**src/inc/wbc_pkg.sv**
```systemverilog
// constants for the wake and bus control register bank
package wbc_pkg;
    localparam int unsigned ADDR_W = 7;
    localparam int unsigned DATA_W = 8;

    // register addresses
    localparam logic [6:0] ADDR_BUS_PEAK  = 7'h05;
    localparam logic [6:0] ADDR_INT_WAKE  = 7'h06;
    localparam logic [6:0] ADDR_EXT_WAKE  = 7'h07;

    // field positions, bus_peak_threshold_ctrl
    localparam int unsigned BIT_PEAK_TH   = 5;
    // field positions, internal_wake_source_ctrl
    localparam int unsigned BIT_TMR2_WK   = 7;
    localparam int unsigned BIT_TMR1_WK   = 6;
    localparam int unsigned BIT_WD_STOP   = 2;
    // field positions, external_wake_source_ctrl
    localparam int unsigned BIT_INT_SCOPE = 7;
    localparam int unsigned BIT_MEAS      = 5;
    localparam int unsigned BIT_IN3_WK    = 2;
    localparam int unsigned BIT_IN2_WK    = 1;
    localparam int unsigned BIT_IN1_WK    = 0;

    // implemented (non-reserved) bits of each register
    localparam logic [7:0] MASK_BUS_PEAK  = 8'h20;
    localparam logic [7:0] MASK_INT_WAKE  = 8'hc4;
    localparam logic [7:0] MASK_EXT_WAKE  = 8'ha7;

    // power-on and soft reset values
    localparam logic [7:0] RST_BUS_PEAK   = 8'h00;
    localparam logic [7:0] RST_INT_WAKE   = 8'h00;
    localparam logic [7:0] RST_EXT_WAKE   = 8'h07;

    // restart entry: bits kept, all others cleared
    localparam logic [7:0] KEEP_RS_BUS    = 8'h20;
    localparam logic [7:0] KEEP_RS_INT    = 8'hc0;
    localparam logic [7:0] KEEP_RS_EXT    = 8'ha7;

    // fail-safe entry on the external wake register
    localparam logic [7:0] KEEP_FS_EXT    = 8'ha0;
    localparam logic [7:0] SET_FS_EXT     = 8'h07;
endpackage

```
**src/hw/wbc_regs.sv**
```systemverilog
// wake and bus control register bank with mode-aware write gating
module wbc_regs
    import wbc_pkg::*;
(
    input  wire logic              clock,
    input  wire logic              reset,
    input  wire logic              reg_wr_valid,
    input  wire logic              reg_rd_valid,
    input  wire logic [ADDR_W-1:0] reg_addr,
    input  wire logic [DATA_W-1:0] reg_wr_data,
    input  wire logic              mode_init,
    input  wire logic              mode_normal,
    input  wire logic              mode_stop,
    input  wire logic              soft_reset,
    input  wire logic              restart_entry,
    input  wire logic              failsafe_entry,
    input  wire logic              wd_stop_hw_valid,
    input  wire logic              wd_stop_hw_value,
    output logic [DATA_W-1:0]      reg_rd_data,
    output logic                   reg_rd_ack,
    output logic                   rail_peak_threshold_select,
    output logic                   second_timer_wake_enable,
    output logic                   first_timer_wake_enable,
    output logic                   watchdog_stop_disable_hi,
    output logic                   global_int_scope,
    output logic                   measure_mode_select,
    output logic                   input_one_wake_enable,
    output logic                   input_two_wake_enable,
    output logic                   input_three_wake_enable,
    output logic                   can_wake_force
);

    function automatic logic wr_hit(input logic v, input logic [6:0] a, input logic [6:0] t);
        wr_hit = v && (a == t);
    endfunction

    logic [7:0] bus_peak_r;
    logic [7:0] bus_peak_nxt;
    logic [7:0] int_wake_r;
    logic [7:0] int_wake_nxt;
    logic [7:0] ext_wake_r;
    logic [7:0] ext_wake_nxt;
    logic       peak_wr_ok;

    ////////////////////////////////////////////////////////////////////////////////
    // next-state: soft reset, then fail-safe (external wake register only), then restart, then writes

    // stop mode drops the write without any failure flag or interrupt
    assign peak_wr_ok = mode_init || mode_normal;

    always_comb begin
        bus_peak_nxt = bus_peak_r;
        if (soft_reset) begin
            bus_peak_nxt = RST_BUS_PEAK;
        end else if (restart_entry) begin
            bus_peak_nxt = bus_peak_r & KEEP_RS_BUS;
        end else if (wr_hit(reg_wr_valid, reg_addr, ADDR_BUS_PEAK) && peak_wr_ok) begin
            bus_peak_nxt = reg_wr_data & MASK_BUS_PEAK;
        end
    end

    always_comb begin
        int_wake_nxt = int_wake_r;
        if (soft_reset) begin
            int_wake_nxt = RST_INT_WAKE;
        end else if (restart_entry) begin
            int_wake_nxt = int_wake_r & KEEP_RS_INT;
        end else begin
            if (wr_hit(reg_wr_valid, reg_addr, ADDR_INT_WAKE)) begin
                int_wake_nxt = reg_wr_data & MASK_INT_WAKE;
            end
            // hardware update wins over a write in the same cycle
            if (wd_stop_hw_valid) begin
                int_wake_nxt[BIT_WD_STOP] = wd_stop_hw_value;
            end
        end
    end

    always_comb begin
        ext_wake_nxt = ext_wake_r;
        if (soft_reset) begin
            ext_wake_nxt = RST_EXT_WAKE;
        end else if (failsafe_entry) begin
            ext_wake_nxt = (ext_wake_r & KEEP_FS_EXT) | SET_FS_EXT;
        end else if (restart_entry) begin
            ext_wake_nxt = ext_wake_r & KEEP_RS_EXT;
        end else if (wr_hit(reg_wr_valid, reg_addr, ADDR_EXT_WAKE)) begin
            ext_wake_nxt = reg_wr_data & MASK_EXT_WAKE;
        end
    end

    ////////////////////////////////////////////////////////////////////////////////
    // storage

    always_ff @(posedge clock) begin
        if (reset) begin
            bus_peak_r <= RST_BUS_PEAK;
            int_wake_r <= RST_INT_WAKE;
            ext_wake_r <= RST_EXT_WAKE;
        end else begin
            bus_peak_r <= bus_peak_nxt;
            int_wake_r <= int_wake_nxt;
            ext_wake_r <= ext_wake_nxt;
        end
    end

    ////////////////////////////////////////////////////////////////////////////////
    // read port: one cycle latency, unmapped addresses read zero

    always_ff @(posedge clock) begin
        if (reset) begin
            reg_rd_data <= 8'h00;
            reg_rd_ack  <= 1'b0;
        end else begin
            reg_rd_ack <= reg_rd_valid;
            if (reg_rd_valid) begin
                unique case (reg_addr)
                    ADDR_BUS_PEAK: reg_rd_data <= bus_peak_r & MASK_BUS_PEAK;
                    ADDR_INT_WAKE: reg_rd_data <= int_wake_r & MASK_INT_WAKE;
                    ADDR_EXT_WAKE: reg_rd_data <= ext_wake_r & MASK_EXT_WAKE;
                    default:       reg_rd_data <= 8'h00;
                endcase
            end
        end
    end

    ////////////////////////////////////////////////////////////////////////////////
    // field outputs, registered from the next-state values so they track the bank

    always_ff @(posedge clock) begin
        if (reset) begin
            rail_peak_threshold_select <= RST_BUS_PEAK[BIT_PEAK_TH];
            second_timer_wake_enable   <= RST_INT_WAKE[BIT_TMR2_WK];
            first_timer_wake_enable    <= RST_INT_WAKE[BIT_TMR1_WK];
            watchdog_stop_disable_hi   <= RST_INT_WAKE[BIT_WD_STOP];
            global_int_scope           <= RST_EXT_WAKE[BIT_INT_SCOPE];
            measure_mode_select        <= RST_EXT_WAKE[BIT_MEAS];
        end else begin
            rail_peak_threshold_select <= bus_peak_nxt[BIT_PEAK_TH];
            second_timer_wake_enable   <= int_wake_nxt[BIT_TMR2_WK];
            first_timer_wake_enable    <= int_wake_nxt[BIT_TMR1_WK];
            watchdog_stop_disable_hi   <= int_wake_nxt[BIT_WD_STOP];
            global_int_scope           <= ext_wake_nxt[BIT_INT_SCOPE];
            measure_mode_select        <= ext_wake_nxt[BIT_MEAS];
        end
    end

    // measurement only takes the pins over in normal mode; the stored enables
    // are kept so that leaving normal mode restores wake use unchanged
    always_ff @(posedge clock) begin
        if (reset) begin
            input_one_wake_enable   <= RST_EXT_WAKE[BIT_IN1_WK];
            input_two_wake_enable   <= RST_EXT_WAKE[BIT_IN2_WK];
            input_three_wake_enable <= RST_EXT_WAKE[BIT_IN3_WK];
        end else begin
            input_one_wake_enable   <= ext_wake_nxt[BIT_IN1_WK]
                                       && !(ext_wake_nxt[BIT_MEAS] && mode_normal);
            input_two_wake_enable   <= ext_wake_nxt[BIT_IN2_WK]
                                       && !(ext_wake_nxt[BIT_MEAS] && mode_normal);
            input_three_wake_enable <= ext_wake_nxt[BIT_IN3_WK];
        end
    end

    // one-cycle request to the CAN mode logic to enter its wake-capable mode
    always_ff @(posedge clock) begin
        if (reset) begin
            can_wake_force <= 1'b0;
        end else begin
            can_wake_force <= failsafe_entry && !soft_reset;
        end
    end
endmodule

```
**config.mk**
```make
export PLATFORM = sky130hd
export DESIGN_NAME = wbc_regs
export DESIGN_NICKNAME = d
export VERILOG_FILES = /design/src/inc/wbc_pkg.sv /design/src/hw/wbc_regs.sv
export SDC_FILE = /design/constraint.sdc
export NUM_CORES = 1
export LEC_CHECK = 0
export ABC_AREA = 1
export BUFFER_PORTS_ARGS = -buffer_cell sky130_fd_sc_hd__buf_4
export CORE_MARGIN = 2
export CORE_UTILIZATION = 40
export CTS_BUF_LIST = sky130_fd_sc_hd__clkbuf_4 sky130_fd_sc_hd__clkbuf_8 sky130_fd_sc_hd__clkbuf_16
export CTS_CLUSTER_SIZE = 40
export DETAILED_ROUTE_END_ITERATION = 6
export PLACE_DENSITY = 0.81
export SKIP_CTS_REPAIR_TIMING = 1
export SLEW_MARGIN = 0
export SYNTH_ARGS = -nofsm -noshare
export SYNTH_HDL_FRONTEND = slang
export SYNTH_SLANG_ARGS = --single-unit
```
**constraint.sdc**
```tcl
create_clock -name clock -period 0.85 [get_ports clock]
set_input_delay 0.0425 -clock clock [delete_from_list [all_inputs] [get_ports clock]]
set_output_delay 0.0425 -clock clock [all_outputs]
set_load 0.1 [all_outputs]
```
==> impl_summary.txt <==
----------------------------------------------------
[Routing]
  Aggregate routed wire length ... about 2700 um
  Via count of the routed design ... around 1000
  Residual DRC ... 0
  Detail-routed net length per standard cell ... about 13 um
  Via/cell ratio ... ~4.8
  DRT Pass-1 Iters ... 4
  DRT iter0 DRCs ... 15
  Remaining number of nets flagged by the antenna check after routing ... 0

[Run status]
  Result of the run ... finished with violations
  Violations in the final reports ... hold timing, setup timing

[Clock network]
  Clock latency on the worst-skew pair ... 0.29 ns
  Clock transition at path regs ... 0.11 ns
  Clock tree root buffer cell ... clkbuf_4
  TritonCTS Buffers ... 3
  CTS Buffer Depth ... 2
  Clock tree sinks ... 19
  Total number of H-tree levels ... 1
  TritonCTS clock tree ... built

[Setup path]
  Family with the most delay on the worst path ... flip-flops
  Nature of the critical path startpoint ... register
  Crit path max-delay cell type ... dfxtp_4
  Path type of the worst setup path ... register to primary output
  Reg-to-Reg Start ... ext_wake_r[5]$_SDFF_PP0_
  Delay of the slowest cell on the worst path ... 0.39 ns
  Worst reg2reg endpoint ... input_two_wake_enable$_SDFF_PP1_
  Buf/Inv on CP ... 1
  Launch point of the worst path ... ext_wake_r[5]$_SDFF_PP0_
  Critical path peak fanout ... 3
  Series of cell instances along the critical path ... buf_12
  Data required time at the worst endpoint ... approximately 0.81 ns
  Kind of end point of the critical path ... primary output
  Endpoint arrival time on the critical path ... about 0.86 ns
  Setup slack of the worst register-to-register path ... -0.01 ns
  R2R cell count ... 5

[Yosys]
  Count of mapped cells out of synthesis ... 125
  Proportion of netlist area held by the largest area contributor ... 0.4092
  Top post-synthesis cells by area ... dfxtp_1 (41%), nand2_1 (11%), inv_1 (6.9%)
  Netlist area before placement ... 929.6 um2
  Cell type contributing the most total cell area after synthesis ... dfxtp_1
  Number of warnings printed during yosys synthesis ... 0
  Post-synth ARST share ... 0
  Mean instance size in the synthesized netlist ... ~7.4 um2
  Number of enable flip-flop cells after synthesis ... 0
  Most numerous cell in the Yosys netlist ... nand2_1
  Yosys reg bits ... 19
  Sequential fraction of the synthesis area ... 0.4092
  Primary flip-flop cell chosen by synthesis mapping ... dfxtp_1
  Cell types with the highest counts after synthesis ... nand2_1 (27), dfxtp_1 (19), inv_1 (17)
  Number of distinct standard cells referenced by the synthesized netlist ... 23

[Floorplanning]
  Starting density of the core ... 0.4202
  Number of placed I/O pins ... 46
  Placeable Area ... between 0.002 and 0.0025 mm2
  Std-Cell Rows ... 17
  Overall die width ... 52.21 um
  Die height ... between 50 and 60 um
  Die Outline Area ... 0.002726 mm2

[Timing]
  Slew Limit Fails ... 0
  Unrepaired setup endpoints after global routing ... true
  Achievable clock frequency ... 1.107 GHz
  Worst Slack Setup Final ... -0.05343 ns
  Final hold violation count ... 2
  Hold slack final ... -0.009009 ns
  Setup clock skew after layout ... 0.01019 ns
  Final clock period utilization by the worst path ... 1.063
  Time the final worst path needs with I/O delays and setup ... approximately 0.9 ns
  Final setup violation count ... 17

[Layout]
  Final-layout fill cell count ... about 150
  Antenna Cells ... 0
  Register Area ... 434.2 um2
  Fraction of layout instances using a drive strength above 1 ... 0.5824
  Syn-to-layout area delta ... 81.16%
  Post-layout nets ... 210
  Area used by multi-input combinational logic ... 457.9 um2

[Worst hold path]
  Hold depth ... 3
  WHS Endpoint ... ext_wake_r[2]$_SDFFE_PP1P_
  Startpoint of the lowest-slack hold path ... failsafe_entry
  Min-Delay Path Class ... primary input to register

[Placed design]
  HPWL after DPL ... 2078 um
  Final GP Congestion ... 0.9159
  Port Buffer Count ... 40

[Global route]
  Number of global-route vias before repair ... 1024
  Final global-route overflow total ... 0
  Initial antenna violation count ... 0
  Largest net degree at the start of global routing ... 11
  All-Layer GR Usage ... 0.2187
  Wire length of the first global-routing pass ... 4326 um

[Pwr]
  PwrDens ... 1062 mW/mm2
  Total power after layout ... 1.789 mW
  Pleak ... a little over 0.8 nW
  Worst vdd rail ir drop ... 0.8289 mV

[Flow run]
  Count of maximum capacitance violations ... 0

----------------------------------------------------
-- worst reg2reg max path, cell delays in order (launching register included) --
cell	delay [ns]
dfxtp_4	0.39
inv_2	0.04
nand2_2	0.05
nand3_2	0.07
nor2_2	0.13
nor2_1	0.07
-- power breakdown --
| part | leakage (nW) | internal [mW] | switching [mW] |
|---|---|---|---|
| registers | 0.163 | 0.868 | 0.0131 |
| logic | 0.647 | 0.174 | 0.253 |
| clock network | 0.0184 | 0.214 | 0.266 |
| total | 0.828 | 1.26 | 0.532 |
-- cell usage in the layout, fill, tap and decap left out, drive strengths merged --
cell type and n:
buf 52, nand2 31, inv 25, dfxtp 19
nor2 17, a21oi 10, o21ai 8, nand3 6
clkbuf 4, dlygate4sd3 3, conb 2, nor3 1
o2111ai 1, nand3b 1, a211oi 1, nand4 1
-- logic make-up after synthesis --
logic type             count (synthesis)  share of synthesized area
buffers and inverters                 28                     0.1211
flip-flops                            19                     0.4091
AO/OA/AOI/OAI                         20                     0.1184
other                                  1                   0.004034
AND/OR/NAND/NOR                       57                     0.3473
-- per-stage QoR --
| step | setup WS [ns] | TNS (ns) | util | cell area [um2] | std cells |
|---|---|---|---|---|---|
| 2_1_floorplan | -0.1306 | -0.6285 | - | 989.7 | 126 |
| 3_3_place_gp | -0.2026 | -1.798 | 0.6244 | 1381 | 201 |
| 3_5_place_dp | -0.2576 | -2.565 | 0.6244 | 1381 | 201 |
| 4_1_cts | -0.1584 | -2.191 | 0.6380 | 1411 | 205 |
| 5_1_grt | -0.08560 | -1.165 | 0.7613 | 1684 | 210 |
| 6_report | -0.05343 | -0.4337 | 0.7613 | 1684 | 210 |
-- area by class of cell --
cell class | count | area share
clock buffers | 4 | 0.01783
repair buffers | 55 | 0.3759
flip-flops and latches | 19 | 0.2578
inverters | 25 | 0.05572
well taps | 28 | 0.02080
multi-input cells | 79 | 0.2719
-- sequential cells by signal, indices dropped and copies added, names as in the netlist --
signal / count
reg_rd_data: 6
can_wake_force: 1
input_one_wake_enable: 1
input_two_wake_enable: 1
rail_peak_threshold_select: 1
reg_rd_ack: 1
ext_wake_r: 5
int_wake_r: 3
-- worst max path at each step --
stage / end / depth (start not counted) / slack (ns)
after global placement: input_two_wake_enable$_SDFF_PP1_ / 9 / -0.20
after floorplan: input_one_wake_enable$_SDFF_PP1_ / 5 / -0.13
after CTS: measure_mode_select / 1 / -0.16
final: measure_mode_select / 1 / -0.05
after global routing: measure_mode_select / 1 / -0.09
after detailed placement: input_two_wake_enable$_SDFF_PP1_ / 9 / -0.26
-- routing by layer --
layer | routed length [um] | part of all wire | vias up | GRT usage
li1 | - | - | 498 | -
met1 | 1036 | 0.38 | 463 | 0.2429
met2 | 1556 | 0.57 | 39 | 0.4177
met3 | 123 | 0.045 | 4 | 0.02571
met4 | 26 | 0.0095 | 0 | 0.08547
met5 | 0 | 0 | - | 0
(Power assumes the default switching activity.)
